==> src/design/adc_alarm_cfg.svh <==
/*
 * Offsets, field positions, reset values and widths of the alarm and
 * chain port block. Assumes byte addressing on a 32-bit APB.
 */
`ifndef ADC_ALARM_CFG_SVH
`define ADC_ALARM_CFG_SVH

// ----------------------------------------------------------------
// Widths
// ----------------------------------------------------------------
`define RESULT_W      16
`define HYST_W        8
`define SHIFT_W       32
`define CNT_W         6
`define ADDR_W        12
`define SRC_N         4

// ----------------------------------------------------------------
// Register byte offsets
// ----------------------------------------------------------------
`define OFS_CTRL      12'h000
`define OFS_HIGH_TH   12'h004
`define OFS_LOW_TH    12'h008
`define OFS_HYST      12'h00c
`define OFS_FLAGS     12'h010
`define OFS_RESULT    12'h014
`define OFS_COMMAND   12'h018

// ----------------------------------------------------------------
// Reset values and codes
// ----------------------------------------------------------------
`define RST_CTRL      5'h00
`define RST_HIGH_TH   16'hffff
`define RST_LOW_TH    16'h0000
`define RST_HYST      8'h00
`define FUNC_ALARM    2'h1
`define CMD_NOP       32'h0000_0000
`define FULL_FRAME    6'h20

// ----------------------------------------------------------------
// Alarm source index
// ----------------------------------------------------------------
`define SRC_IN_HIGH   0
`define SRC_IN_LOW    1
`define SRC_SUP_LOW   2
`define SRC_SUP_HIGH  3

`endif

==> src/design/adc_alarm_pkg.sv <==
/*
 * Types shared by the alarm and chain port block.
 * Assumes the constants header is included alongside.
 */
package adc_alarm_pkg;

    // ------------------------------------------------------------
    // Control register layout
    // ------------------------------------------------------------
    typedef struct packed {
        logic       append_flags;
        logic       supply_alarm_disable;
        logic       input_alarm_disable;
        logic [1:0] second_output_function_select;
    } output_port_control_s;

    // ------------------------------------------------------------
    // Alarm flag register layout
    // ------------------------------------------------------------
    typedef struct packed {
        logic [3:0] tripped;
        logic [3:0] active;
    } alarm_flags_s;

    // ------------------------------------------------------------
    // Serial link pins toward the device
    // ------------------------------------------------------------
    typedef struct packed {
        logic sdi;
        logic sclk;
        logic conversion_start_select;
    } serial_in_s;

    typedef enum logic {
        FRAME_IDLE = 1'b0,
        FRAME_XFER = 1'b1
    } frame_e;

endpackage

==> src/design/adc_alarm_and_chain_port.sv <==
/*
 * Result path of a 16-bit converter: alarm monitor with thresholds
 * and hysteresis, supply alarm, alarm pin, APB registers and a
 * 32-bit chainable shift-register serial port.
 * Assumes the converter core delivers result and done on ref_clk;
 * serial pins and supply comparators are asynchronous.
 */
// Design decisions made here: the APB slave port and the register addresses.
//
// How it works
// - Results pass as unsigned straight-binary codes for every input range.
// - Result code is 16 bits; one step is span over two to sixteen.
// - Alarm pin acts as active-high alarm only when function select is 01.
// - Result compared against high and low thresholds raises input alarm.
// - Supply comparators beyond low or high trip point raise supply alarm.
// - Both alarms enabled by default, each with its own disable bit.
// - Each source sets its active and tripped flags together.
// - Active flags are recomputed at every end of conversion.
// - Tripped flags hold until the flag register is read.
// - Flags update at conversion end and are loaded into frames when append_flags is set.
// - Flags optionally appended to the serial result word.
// - High alarm sets above T, clears at or below T minus H minus 1.
// - Low alarm sets below T, clears at or above T plus H plus 1.
// - Alarm pin high while any enabled alarm is present.
// - Separate high and low thresholds share one hysteresis value.
// - Frame shifts in and out together as one 32-bit register.
// - Select rising edge starts sampling; falling edge opens the frame.
// - Launch edge drives MSB out; capture edge shifts input into LSB.
// - Select rising edge hands the shift register to command decode.
// - Select fall loads output word and resets command to no-op.
// - Under 32 clocks is a no-op; otherwise last 32 bits form command.
`timescale 1ns/10ps
`include "adc_alarm_cfg.svh"

module adc_alarm_and_chain_port (
    // Clock and reset
    input  wire logic                      ref_clk,
    input  wire logic                      rst_b,
    // APB slave
    input  wire logic                      psel,
    input  wire logic                      penable,
    input  wire logic                      pwrite,
    input  wire logic [`ADDR_W-1:0]        paddr,
    input  wire logic [31:0]               pwdata,
    output logic      [31:0]               prdata,
    output logic                           pready,
    output logic                           pslverr,
    // Converter core
    input  wire logic                      conv_done,
    input  wire logic [`RESULT_W-1:0]      conv_result,
    output logic                           conv_start,
    // Supply comparators
    input  wire logic                      supply_low_cmp,
    input  wire logic                      supply_high_cmp,
    // Serial link
    input  wire adc_alarm_pkg::serial_in_s link_in,
    output logic                           primary_serial_output,
    output logic                           primary_serial_output_oe,
    // Multifunction pin
    output logic                           multifunction_alarm_pin,
    output logic                           multifunction_alarm_pin_oe,
    // Command processor
    output logic      [`SHIFT_W-1:0]       command_word,
    output logic                           command_valid
);
    import adc_alarm_pkg::*;

    // ------------------------------------------------------------
    // Input synchronisers
    // ------------------------------------------------------------
    logic [4:0] pin_raw;
    logic [4:0] sync1_q;
    logic [4:0] sync2_q;

    assign pin_raw = {supply_high_cmp, supply_low_cmp, link_in};

    genvar g;
    generate
        for (g = 0; g < 5; g = g + 1)
        begin : g_sync
            always_ff @(posedge ref_clk or negedge rst_b)
            begin
                if (!rst_b)
                begin
                    sync1_q[g] <= (g == 0); // Select idles high
                    sync2_q[g] <= (g == 0);
                end
                else
                begin
                    sync1_q[g] <= pin_raw[g];
                    sync2_q[g] <= sync1_q[g];
                end
            end
        end
    endgenerate

    wire cs_s      = sync2_q[0];
    wire sclk_s    = sync2_q[1];
    wire sdi_s     = sync2_q[2];
    wire sup_low_s = sync2_q[3];
    wire sup_hi_s  = sync2_q[4];

    // ------------------------------------------------------------
    // Registers
    // ------------------------------------------------------------
    output_port_control_s   ctrl_q;
    logic [`RESULT_W-1:0]   high_th_q;
    logic [`RESULT_W-1:0]   low_th_q;
    logic [`HYST_W-1:0]     hyst_q;
    logic [`RESULT_W-1:0]   result_q;
    logic                   hi_state_q;
    logic                   lo_state_q;
    alarm_flags_s           flags_q;
    logic                   cs_prev_q;
    logic                   sclk_prev_q;
    frame_e                 frame_q;
    frame_e                 frame_d;
    logic [`SHIFT_W-1:0]    sr_q;
    logic [`CNT_W-1:0]      count_q;
    logic [`SHIFT_W-1:0]    cmd_q;
    logic                   cmd_valid_q;
    logic                   conv_start_q;
    logic                   sdo_q;
    logic                   sdo_oe_q;
    logic                   alarm_q;
    logic                   alarm_oe_q;
    logic [31:0]            prdata_q;
    logic                   pready_q;
    logic                   pslverr_q;

    // ------------------------------------------------------------
    // APB decode
    // ------------------------------------------------------------
    wire apb_acc   = psel & penable;
    wire apb_first = apb_acc & ~pready_q;
    wire apb_done  = apb_acc & pready_q;
    wire apb_wr    = apb_done & pwrite;
    wire sel_ctrl  = (paddr == `OFS_CTRL);
    wire sel_hi    = (paddr == `OFS_HIGH_TH);
    wire sel_lo    = (paddr == `OFS_LOW_TH);
    wire sel_hyst  = (paddr == `OFS_HYST);
    wire sel_flags = (paddr == `OFS_FLAGS);
    wire sel_res   = (paddr == `OFS_RESULT);
    wire sel_cmd   = (paddr == `OFS_COMMAND);
    wire addr_hit  = sel_ctrl | sel_hi | sel_lo | sel_hyst | sel_flags
                   | sel_res | sel_cmd;
    wire flag_read = apb_done & ~pwrite & sel_flags;

    wire [31:0] rd_mux =
        sel_ctrl  ? {27'h0000000, ctrl_q}   :
        sel_hi    ? {16'h0000, high_th_q}   :
        sel_lo    ? {16'h0000, low_th_q}    :
        sel_hyst  ? {24'h000000, hyst_q}    :
        sel_flags ? {24'h000000, flags_q}   :
        sel_res   ? {16'h0000, result_q}    :
        sel_cmd   ? cmd_q                   :
                    32'h0000_0000;

    // One wait state so that read data comes straight from a flop
    always_ff @(posedge ref_clk or negedge rst_b)
    begin
        if (!rst_b)
        begin
            pready_q  <= 1'b0;
            pslverr_q <= 1'b0;
            prdata_q  <= 32'h0000_0000;
        end
        else
        begin
            pready_q  <= apb_first;
            pslverr_q <= apb_first & ~addr_hit;
            prdata_q  <= apb_first ? rd_mux : 32'h0000_0000;
        end
    end

    always_ff @(posedge ref_clk or negedge rst_b)
    begin
        if (!rst_b)
        begin
            ctrl_q    <= `RST_CTRL;
            high_th_q <= `RST_HIGH_TH;
            low_th_q  <= `RST_LOW_TH;
            hyst_q    <= `RST_HYST;
        end
        else
        begin
            if (apb_wr && sel_ctrl)
                ctrl_q <= pwdata[4:0];
            if (apb_wr && sel_hi)
                high_th_q <= pwdata[15:0];
            if (apb_wr && sel_lo)
                low_th_q <= pwdata[15:0];
            if (apb_wr && sel_hyst)
                hyst_q <= pwdata[7:0];
        end
    end

    // ------------------------------------------------------------
    // Input alarm with hysteresis
    // ------------------------------------------------------------
    // Release limits are done in 17 bits so T-H-1 cannot wrap
    wire [16:0] res_x   = {1'b0, conv_result};
    wire [16:0] hyst_x  = {9'h000, hyst_q};
    wire        hi_trip = conv_result > high_th_q;
    wire        lo_trip = conv_result < low_th_q;
    wire        hi_rel  = (res_x + hyst_x + 17'h00001)
                          <= {1'b0, high_th_q};
    wire        lo_rel  = res_x >= ({1'b0, low_th_q} + hyst_x
                          + 17'h00001);
    wire        hi_next = hi_state_q ? ~hi_rel : hi_trip;
    wire        lo_next = lo_state_q ? ~lo_rel : lo_trip;

    always_ff @(posedge ref_clk or negedge rst_b)
    begin
        if (!rst_b)
        begin
            hi_state_q <= 1'b0;
            lo_state_q <= 1'b0;
            result_q   <= 16'h0000;
        end
        else if (conv_done)
        begin
            hi_state_q <= hi_next;
            lo_state_q <= lo_next;
            result_q   <= conv_result;
        end
    end

    // ------------------------------------------------------------
    // Alarm flags
    // ------------------------------------------------------------
    logic [`SRC_N-1:0] src_cond;

    assign src_cond[`SRC_IN_HIGH]  = hi_next & ~ctrl_q.input_alarm_disable;
    assign src_cond[`SRC_IN_LOW]   = lo_next & ~ctrl_q.input_alarm_disable;
    assign src_cond[`SRC_SUP_LOW]  = sup_low_s & ~ctrl_q.supply_alarm_disable;
    assign src_cond[`SRC_SUP_HIGH] = sup_hi_s & ~ctrl_q.supply_alarm_disable;

    generate
        for (g = 0; g < `SRC_N; g = g + 1)
        begin : g_flag
            always_ff @(posedge ref_clk or negedge rst_b)
            begin
                if (!rst_b)
                begin
                    flags_q.active[g]  <= 1'b0;
                    flags_q.tripped[g] <= 1'b0;
                end
                else
                begin
                    if (conv_done)
                        flags_q.active[g] <= src_cond[g];
                    // A new trip wins over a clearing read in the same cycle
                    if (conv_done && src_cond[g])
                        flags_q.tripped[g] <= 1'b1;
                    else if (flag_read)
                        flags_q.tripped[g] <= 1'b0;
                end
            end
        end
    endgenerate

    // ------------------------------------------------------------
    // Multifunction pin
    // ------------------------------------------------------------
    wire func_alarm = ctrl_q.second_output_function_select == `FUNC_ALARM;

    always_ff @(posedge ref_clk or negedge rst_b)
    begin
        if (!rst_b)
        begin
            alarm_q    <= 1'b0;
            alarm_oe_q <= 1'b0;
        end
        else
        begin
            alarm_oe_q <= func_alarm;
            alarm_q    <= func_alarm & (|flags_q.active);
        end
    end

    // ------------------------------------------------------------
    // Serial frame control
    // ------------------------------------------------------------
    wire cs_fall   = cs_prev_q & ~cs_s;
    wire cs_rise   = ~cs_prev_q & cs_s;
    wire sclk_rise = ~sclk_prev_q & sclk_s;
    wire sclk_fall = sclk_prev_q & ~sclk_s;
    wire in_frame  = frame_q == FRAME_XFER;
    wire capture   = in_frame & ~cs_rise & sclk_rise;
    wire launch    = in_frame & ~cs_rise & sclk_fall;
    wire full_cnt  = count_q >= `FULL_FRAME;

    // Flags are taken at select fall, so a frame shows the last update
    wire [15:0] tail     = ctrl_q.append_flags ?
                           {8'h00, flags_q} : 16'h0000;
    wire [31:0] out_word = {result_q, tail};

    always_comb
    begin
        frame_d = frame_q;
        unique case (frame_q)
            FRAME_IDLE:
                if (cs_fall)
                    frame_d = FRAME_XFER;
            FRAME_XFER:
                if (cs_rise)
                    frame_d = FRAME_IDLE;
        endcase
    end

    always_ff @(posedge ref_clk or negedge rst_b)
    begin
        if (!rst_b)
        begin
            frame_q     <= FRAME_IDLE;
            cs_prev_q   <= 1'b1;
            sclk_prev_q <= 1'b0;
        end
        else
        begin
            frame_q     <= frame_d;
            cs_prev_q   <= cs_s;
            sclk_prev_q <= sclk_s;
        end
    end

    // Single register serves both directions, so chained words pass on
    always_ff @(posedge ref_clk or negedge rst_b)
    begin
        if (!rst_b)
        begin
            sr_q    <= 32'h0000_0000;
            count_q <= 6'h00;
        end
        else if (cs_fall)
        begin
            sr_q    <= out_word;
            count_q <= 6'h00;
        end
        else if (capture)
        begin
            sr_q    <= {sr_q[30:0], sdi_s};
            count_q <= full_cnt ? count_q : count_q + 6'h01;
        end
    end

    always_ff @(posedge ref_clk or negedge rst_b)
    begin
        if (!rst_b)
        begin
            sdo_q    <= 1'b0;
            sdo_oe_q <= 1'b0;
        end
        else if (cs_fall)
        begin
            sdo_q    <= out_word[31];
            sdo_oe_q <= 1'b1;
        end
        else if (cs_rise)
        begin
            sdo_q    <= 1'b0;
            sdo_oe_q <= 1'b0;
        end
        else if (launch)
            sdo_q <= sr_q[31];
    end

    // ------------------------------------------------------------
    // Command hand-off and conversion start
    // ------------------------------------------------------------
    always_ff @(posedge ref_clk or negedge rst_b)
    begin
        if (!rst_b)
        begin
            cmd_q        <= `CMD_NOP;
            cmd_valid_q  <= 1'b0;
            conv_start_q <= 1'b0;
        end
        else
        begin
            cmd_valid_q  <= in_frame & cs_rise;
            conv_start_q <= in_frame & cs_rise;
            if (cs_fall)
                cmd_q <= `CMD_NOP;
            else if (in_frame && cs_rise)
                cmd_q <= full_cnt ? sr_q : `CMD_NOP;
        end
    end

    // ------------------------------------------------------------
    // Outputs
    // ------------------------------------------------------------
    assign prdata                     = prdata_q;
    assign pready                     = pready_q;
    assign pslverr                    = pslverr_q;
    assign conv_start                 = conv_start_q;
    assign primary_serial_output      = sdo_q;
    assign primary_serial_output_oe   = sdo_oe_q;
    assign multifunction_alarm_pin    = alarm_q;
    assign multifunction_alarm_pin_oe = alarm_oe_q;
    assign command_word               = cmd_q;
    assign command_valid              = cmd_valid_q;

endmodule // adc_alarm_and_chain_port

==> config.mk <==
export PLATFORM = sky130hd
export DESIGN_NAME = adc_alarm_and_chain_port
export DESIGN_NICKNAME = d
export VERILOG_FILES = /design/src/design/adc_alarm_pkg.sv /design/src/design/adc_alarm_and_chain_port.sv
export VERILOG_INCLUDE_DIRS = /design/src /design/src/design
export SDC_FILE = /design/constraint.sdc
export NUM_CORES = 1
export LEC_CHECK = 0
export ABC_CLOCK_PERIOD_IN_PS = 3200
export BUFFER_PORTS_ARGS = -buffer_cell sky130_fd_sc_hd__buf_2
export CORE_UTILIZATION = 53
export DETAILED_ROUTE_END_ITERATION = 7
export HOLD_SLACK_MARGIN = 0.15
export PLACE_DENSITY = 0.75
export SYNTH_ARGS = -nofsm -noshare
export SYNTH_HDL_FRONTEND = slang
export SYNTH_SLANG_ARGS = --single-unit
==> constraint.sdc <==
create_clock -name ref_clk -period 3.2 [get_ports ref_clk]
set_input_delay 0.16 -clock ref_clk [delete_from_list [all_inputs] [get_ports ref_clk]]
set_output_delay 0.16 -clock ref_clk [all_outputs]
set_load 0.02 [all_outputs]
======== Yosys cells after proc, flatten, opt, wreduce, memory -nomap -nowiden ========
Index checks and enable logic that the tools add are counted.
storage, ports and cells
  bits of input ports ..................... 71
  bits in registers ....................... 193
  output and inout port bits .............. 72
  word-level logic and storage cells ...... 151
cells by class
  bitwise logic cells ..................... 39
  equality and inequality tests ........... 8
  reductions and logical operators ........ 20
  $add $sub $neg .......................... 5
  muxes and demuxes ....................... 32
  magnitude comparators ................... 5
operator list
  kind                                                                     count
  32-bit 2-to-1 mux                                                        13
  12-bit by 5-bit equality test with 1-bit output (second input constant)  3
  16-bit by 8-bit adder with 17-bit output                                 2
  17-bit by 1-bit adder with 17-bit output (second input constant)         2
  12-bit by 4-bit equality test with 1-bit output (second input constant)  2
  1-bit AND                                                                20
  6-bit 2-to-1 mux                                                         3
  16-bit by 17-bit greater-or-equal comparator with 1-bit output           1
  17-bit by 16-bit less-or-equal comparator with 1-bit output              1
  16-bit greater-than comparator                                           1
  16-bit < comparator                                                      1
  1-bit 2-to-1 mux                                                         14
  2-bit nonzero test                                                       7
  1-bit NOT                                                                13
  12-bit by 3-bit equality test with 1-bit output (second input constant)  1
  12-bit zero test                                                         1
  1-bit logical AND                                                        9
  8-bit 2-to-1 mux                                                         1
  6-bit by 1-bit adder with 6-bit output (second input constant)           1
  6-bit greater-or-equal comparator (second input constant)                1
  1-bit bitwise OR                                                         6
  4-bit OR reduction                                                       1
  3-bit nonzero test                                                       1
  2-bit by 1-bit equality test with 1-bit output (second input constant)   1
  3 further kinds                                                          3

======== Depth between registers and ports, before layout ========
Gate-level depths: netlist of run 1.
  word-level depth ........................ 9
  mapped depth ............................ 17
  gate-level depth less buffers ........... 17

======== Worst setup path after synthesis of run 1 ========
OpenSTA, ideal clock, no wires.
  path kind ............................... reg2reg
  start point ............................. register hyst_q[1]
  end point ............................... register hi_state_q
  setup time .............................. 0.139 ns
  buffers on the path ..................... 0
  arrival ................................. 3.099 ns
  setup slack ............................. -0.038 ns
  required time ........................... 3.061 ns
  stages on the path, launching flop included .. 15
  path through ............................ dfrtp_1 -> ha_1 -> nor2b_1 -> o21ai_0 -> a21boi_0 -> o211ai_1 -> a2111o_1 -> nand3_1 -> ha_1 -> nand4_1 -> nor3_1 -> a211oi_1 -> o311ai_0 -> a221oi_1 -> o32ai_1
between the ends
  longest elaborated chain between the ends .. 5
ends and longest elaborated chain
  element                                                      RTL line                         source
  from (decl)                                                  adc_alarm_and_chain_port.sv:109  logic [`HYST_W-1:0] hyst_q;
  from (signal assigned)                                       adc_alarm_and_chain_port.sv:183  hyst_q <= `RST_HYST;
  from (signal assigned)                                       adc_alarm_and_chain_port.sv:194  hyst_q <= pwdata[7:0];
  16-bit by 8-bit adder with 17-bit output                     adc_alarm_and_chain_port.sv:206  wire hi_rel = (res_x + hyst_x + 17'h00001)
  17-bit by 1-bit adder with 17-bit output                     adc_alarm_and_chain_port.sv:206
  17-bit by 16-bit less-or-equal comparator with 1-bit output  adc_alarm_and_chain_port.sv:207  <= {1'b0, high_th_q};
  1-bit NOT                                                    adc_alarm_and_chain_port.sv:210  wire hi_next = hi_state_q ? ~hi_rel : hi_trip;
  1-bit 2-to-1 mux                                             adc_alarm_and_chain_port.sv:210
  to (signal assigned)                                         adc_alarm_and_chain_port.sv:223  hi_state_q <= hi_next;
  to (decl)                                                    adc_alarm_and_chain_port.sv:111  logic hi_state_q;
Every way passes these cells.
A chain may end at the register's enable or synchronous reset.

======== Worst setup path in the final report of run 1 ========
  start point ............................. register hyst_q[0]
  end point ............................... register hi_state_q
Same word-level chain as after synthesis.

==> results_dict.tcl, run 1 <==
set metrics [dict create \
    power_frac_clock 0.410 \
    grt_pass1_wl_microns 46000 \
    drt_iter0_drc 719 \
    crit_type "reg -> reg" \
    r2r_start "hyst_q[0]" \
    hpwl_microns 20900 \
    cts_buffers 17 \
    rsz0062_at_grt "yes" \
    switching_share 0.254 \
    p_per_area_nw_per_um2 420 \
    dpl-instance-area_sq_um 11900 \
    pwr-share-seq 0.478 \
    design_area_sq_um 13100 \
    synth.area.top_cells "dfrtp_1 41%, ha_1 9.8%, o21ai_0 5.8%, nand2_1 5.0%, dfstp_2 4.7%" \
    dieWidth_microns 143 \
    fmax_mhz 292 \
    fin_crit_sh 1.07 \
    hp-class "in -> reg" \
    hold_slack_ns 0.171 \
    cp_max_fo 3 \
    seq_area_sq_um 4850 \
    cp-start-kind "flip-flop" \
    ir_drop_mv 0.335 \
    fillers 1541 \
    cp.required_ns 3.51 \
    hp-start "paddr[2]" \
    fin_worst_skew_ns 0.0120 \
    track_usage 0.294 \
    yosysWarningCount 0 \
    cts_tree "yes" \
    synth_xor_area_frac 0.0199 \
    core-area_sq_um 19500 \
    final_common_cell "dfrtp_1" \
    async_flop_share 1.00 \
    max_cap_viol_count 0 \
    via_per_inst 5.83 \
    hold_end "pslverr" \
    slew_viol_final 0 \
    ant_nets 0 \
    cp-end-kind "flip-flop" \
    port_buffers 126 \
    worstMarginPinSlew_ns 0.871 \
    grt_max_degree 110 \
    setup_violations 6 \
    routabilityCongestion 0.941 \
    cts_root_buf "clkbuf_16" \
    via_count 9263 \
    area_delta_synth_final_pct 24.0 \
    final_layout_size_suffix_gt1_frac 0.242 \
    ys_types 62 \
    power_switching_w 0.00140 \
    wire_per_inst_microns 18.4 \
    final_core_util 0.671 \
    period_minus_slack_ns 3.43 \
    finalPower_w 0.00551 \
    status "complete, but fails checks" \
    path_clk_slew_ns 0.07 \
    rows 51 \
    reg2reg_depth 17 \
    yosysTopAreaCell "dfrtp_1" \
    first_pass_iters 6 \
    synthCells 1110 \
    antenna_found_initial 0 \
    hold_viol 0 \
    routed_wirelength_microns 29200 \
    synth_nets 1266 \
    clkSinkCount 193 \
    synth_top_area_frac 0.412 \
    rrSetupSlack_ns -0.23 \
    synth.area.mux_share 0.0500 \
    die_area_sq_um 20500 \
    most-common-layout-cells "174 x dfrtp_1, 139 x nand2_1, 125 x buf_2, 114 x o21ai_0" \
    p_int_w 0.00411 \
    synthSimpleGateAreaFrac 0.165 \
    yosysSeqAreaShare 0.459 \
    combPwrFrac 0.112 \
    ios 143 \
    power_leakage_nw 6.41 \
    overflow 0 \
    synth-compound-area-share 0.158 \
    rr_endpoint "hi_state_q" \
    route.detailed.drc 0 \
    multi_input_area_sq_um 5450 \
    layout.nets 1466 \
    crit_arrival_ns 3.74 \
    grt_pass1_vias 8784 \
    violations "negative setup slack" \
    min_path_cells 3 \
    cp-startpoint "hyst_q[0]" \
    ys_seq_elements 193 \
    postSynthAreaPerCell_sq_um 9.53 \
    die_h_microns 143 \
    cts.path.max_buffers 2 \
    initial_core_util 0.542 \
    h-tree-depth 4 \
    synth_area_sq_um 10600 \
    synth_edf_count 0 \
    synthAdderAreaFrac 0.102 \
    insertion_delay_ns 0.44 \
    setup_ws_ns -0.226 \
    ys.flop_type "dfrtp_1" \
    synth_top_family_by_area "simple AND/OR/NAND/NOR gates" \
    timing.slew.headroom 0.419 \
]
[synthesized netlist by cell type (all sizes together), types with 3 or more instances]
master,number
dfstp,19
mux2,24
o22ai,14
o21a,6
a2111o,3
a31oi,4
o221ai,4
a211oi,8
mux2i,24
nand2,140
xor2,10
xnor2,14
nand2b,10
nand3,63
and4,4
and3,24
o211ai,5
dfrtp,174
nand4,19
or4,4
nor3,17
or3,5
nor2,47
a221oi,4
inv,64
nor2b,18
a21oi,49
buf,10
a22oi,12
o21ai,123
a222oi,7
nor4,4
a22o,6
ha,83
clkbuf,51
a21o,11
[flip-flops by register name, indices dropped and copies added, names as in the netlist, 5 cells and up]
signal / cells
command_word: 32
count_q: 6
ctrl_q: 5
flags_q: 8
high_th_q: 16
hyst_q: 8
low_th_q: 16
prdata: 32
result_q: 16
sr_q: 32
sync1_q: 5
[worst max-delay path, stage by stage, from the launching register on]
cell	delay, ns
dfrtp_1	0.39
inv_2	0.11
ha_4	0.15
inv_2	0.04
fa_2	0.36
a21o_1	0.18
nand4_1	0.12
and3_4	0.21
o21ai_1	0.07
nor2_1	0.11
nor2_1	0.05
ha_1	0.28
nand4_1	0.16
buf_4	0.20
nor3_4	0.21
a31oi_1	0.14
a221oi_2	0.39
o32ai_2	0.11
[cell type report]
class,count,area share
tap,265,0.0253
clock inverter,12,0.0137
timing repair buffer,242,0.123
sequential,193,0.370
multi-input combinational,792,0.416
inverter,64,0.0183
clock buffer,20,0.0333
antenna,1,0.000191
[through the flow]
stage,cells,setup TNS [ns],setup WS [ns]
CTS,1583,-0.929,-0.242
floorplan,1110,0,0.0279
global placement,1512,-0.940,-0.187
finish,1589,-0.803,-0.226
detailed placement,1512,-1.40,-0.272
global route,1588,-1.86,-0.381
[routing by layer]
metal / track usage / up-vias / wire length, microns
met1: 0.397 / 4455 / 12600
met3: 0.0567 / 67 / 2160
li1: - / 4366 / -
met5: 0 / - / 0
met2: 0.465 / 375 / 13500
met4: 0.122 / 0 / 869
[kinds of logic (layout without fill, tap and decap cells)]
logic type               after synthesis  after routing
flip-flops                           193            193
adder cells (fa/ha/maj)               85             85
multiplexers                          48             48
AO/OA/AOI/OAI                        273            273
XOR/XNOR                              24             24
other                                  0              1
buffers and inverters                125            338
AND/OR/NAND/NOR                      362            362
[worst max path at each step]
stage | endpoint | cells past startpoint
floorplan | hi_state_q | 14
CTS | flags_q[5] | 16
detailed placement | flags_q[1] | 16
finish | hi_state_q | 17
global route | hi_state_q | 16
global placement | flags_q[1] | 15
[timing repair]
item	CTS	global route
setup buffers	3	6
setup endpoints to repair	6	6
pin swaps	16	29
hold endpoints to repair	168	0
hold buffers	36	0
resized for setup	16	31
[power by group through the flow]
stage | registers [W] | clock network [W] | logic, W
after global routing | 0.00265 | 0.00237 | 0.000688
final | 0.00264 | 0.00226 | 0.000618
after CTS | 0.00263 | 0.00227 | 0.000599
after global placement | 0.00268 | 0 | 0.000542
after floorplan | 0.00265 | 0 | 0.000317
after detailed placement | 0.00268 | 0 | 0.000556
Note: power is estimated with default switching activity, not from simulation.
==> run 2: changes to the inputs <==
--- a/config.mk
+++ b/config.mk
@@ -7,7 +7,7 @@
 export NUM_CORES = 1
 export LEC_CHECK = 0
 export ABC_CLOCK_PERIOD_IN_PS = 3200
-export BUFFER_PORTS_ARGS = -buffer_cell sky130_fd_sc_hd__buf_2
+export BUFFER_PORTS_ARGS = -buffer_cell sky130_fd_sc_hd__buf_4
 export CORE_UTILIZATION = 53
 export DETAILED_ROUTE_END_ITERATION = 7
 export HOLD_SLACK_MARGIN = 0.15
==> run 2 against run 1 <==
Net effect:
- largest power group unchanged
- cell count about the same
- sequential cell count unchanged
- critical endpoint unchanged
- critical path depth up 1
- setup slack better by 0.0070 ns
- critical path type unchanged
- maximum frequency up 0.21%
- the run still ends with negative setup slack left
- die area unchanged
==> results_dict.tcl, run 2 (synthesized netlist as in run 1, its figures left out) <==
set metrics [dict create \
    status "complete, but fails checks" \
    violations "negative setup slack" \
    power_leakage_nw 6.41 \
    track_usage 0.289 \
    via_count 9271 \
    hpwl_microns 21000 \
    fmax_mhz 293 \
    routabilityCongestion 0.893 \
    cts_tree "yes" \
    insertion_delay_ns 0.44 \
    antenna_found_initial 0 \
    layout.nets 1466 \
    die_area_sq_um 20500 \
    wire_per_inst_microns 18.2 \
    final_layout_size_suffix_gt1_frac 0.240 \
    worstMarginPinSlew_ns 0.868 \
    cts.path.max_buffers 2 \
    cts_buffers 17 \
    slew_viol_final 0 \
    drt_iter0_drc 673 \
    hp-class "in -> reg" \
    hold_slack_ns 0.185 \
    hp-start "paddr[4]" \
    worstPathCellList "inv_2 > ha_4 > inv_2 > fa_2 > a21o_1 > nand4_1 > and3_4 > o21ai_2 > nor2_1 > nor2_1 > ha_1 > nand4_1 > nor3_2 > nor3_1 > o311ai_1 > a221oi_1 > buf_4 > o32ai_2" \
    grt_pass1_vias 8644 \
    most-common-layout-cells "195 x buf_4, 174 x dfrtp_1, 138 x nand2_1, 113 x o21ai_0, 78 x ha_1" \
    cp_top_family "simple AND/OR/NAND/NOR gates" \
    pre_cts_ws_ns -0.327 \
    cp-start-kind "flip-flop" \
    die_h_microns 143 \
    setup_ws_ns -0.219 \
    p_per_area_nw_per_um2 398 \
    hold_viol 0 \
    cp_max_fo 3 \
    via_per_inst 5.84 \
    max_stage_delay_ns 0.39 \
    cp.required_ns 3.55 \
    first_pass_iters 8 \
    grt_pass1_wl_microns 45100 \
    path_buf_inv 3 \
    initial_core_util 0.542 \
    area_delta_synth_final_pct 26.7 \
    timing.slew.headroom 0.421 \
    crit_arrival_ns 3.77 \
    routed_wirelength_microns 28900 \
    setup_violations 5 \
    final_common_cell "buf_4" \
    r2r_start "hyst_q[0]" \
    ios 143 \
    fin_tns_setup_ns -0.607 \
    max_cap_viol_count 0 \
    port_buffers 126 \
    cts_root_buf "clkbuf_16" \
    cp-startpoint "hyst_q[0]" \
    final_core_util 0.686 \
    ir_drop_mv 0.263 \
    path_clk_slew_ns 0.07 \
    n_antenna_cell 0 \
    clkSinkCount 193 \
    overflow 0 \
    crit_type "reg -> reg" \
    cp-end-kind "flip-flop" \
    grt_max_degree 109 \
    h-tree-depth 4 \
    route.detailed.drc 0 \
    core-area_sq_um 19500 \
    crit_slowest_cell "dfrtp_1" \
    fin_crit_sh 1.07 \
    ant_nets 0 \
    dieWidth_microns 143 \
    period_minus_slack_ns 3.42 \
    rows 51 \
    rsz0062_at_grt "yes" \
    fin_worst_skew_ns 0.0103 \
]
-- run 2: cell count changes in the layout (fill, tap and decap cells not counted), sizes merged --
cell	before	now
clkinvlp	1	3
clkinv	3	4
diode	1	0
inv	68	67
clkbuf	21	22
dlygate4sd3	36	44
buf	205	197
bufinv	4	1
-- run 2: repair_timing --
| item | CTS | global route |
|---|---|---|
| pin swaps | 33 | 28 |
| hold endpoints to repair | 169 | 0 |
| resized for setup | 26 | 25 |
| buffers inserted | 5 | 3 |
| hold buffers | 44 | 0 |
| endpoints found under the setup margin | 6 | 6 |
-- run 2: worst reg2reg max path, delay by kind of cell (launching register included) --
kind                       cells  cell delay, ns
AOI/OAI and AO/OA              5            0.89
adders and majority gates      3            0.76
buffers and inverters          3            0.31
DFF                            1            0.39
and+or+nand+nor                7            0.99
-- run 2: worst paths after layout --
check | depth (start not counted) | to | slack, ns
max | 18 | hi_state_q | -0.22
min | 3 | prdata[12] | 0.19
max reg2reg | 18 | hi_state_q | -0.22
min reg2reg | 0 | sup_low_s | 0.35
max in group asynchronous | 3 | high_th_q[11] | 1.86
min in group asynchronous | 2 | count_q[2] | 0.41
-- run 2: final cells by class --
| type | instances | area [sq um] |
|---|---|---|
| fill | 1544 | 6130 |
| multi-input combinational | 792 | 5460 |
| sequential | 193 | 4850 |
| timing repair buffer | 242 | 1950 |
| clock buffer | 21 | 460 |
| tap | 265 | 332 |
| inverter | 64 | 240 |
| clock inverter | 11 | 105 |
-- run 2: power breakdown --
group          switching [W]  internal, W
combinational       0.000364     0.000276
sequential         0.0000936      0.00254
clock               0.000937      0.00112
total                0.00139      0.00394
-- run 2: per-layer routing --
layer | up-vias | share of wire | track usage
met3 | 53 | 0.064 | 0.0530
met1 | 4504 | 0.44 | 0.393
li1 | 4368 | - | -
met5 | - | 0 | 0
met2 | 346 | 0.48 | 0.467
met4 | 0 | 0.022 | 0.0963
-- run 2: metrics by stage --
| step | area [sq um] | power, W | cells |
|---|---|---|---|
| floorplan | 10600 | 0.00297 | 1110 |
| global placement | 12100 | 0.00323 | 1504 |
| detailed placement | 12100 | 0.00325 | 1504 |
| CTS | 13300 | 0.00533 | 1585 |
| global route | 13400 | 0.00552 | 1588 |
| finish | 13400 | 0.00533 | 1588 |
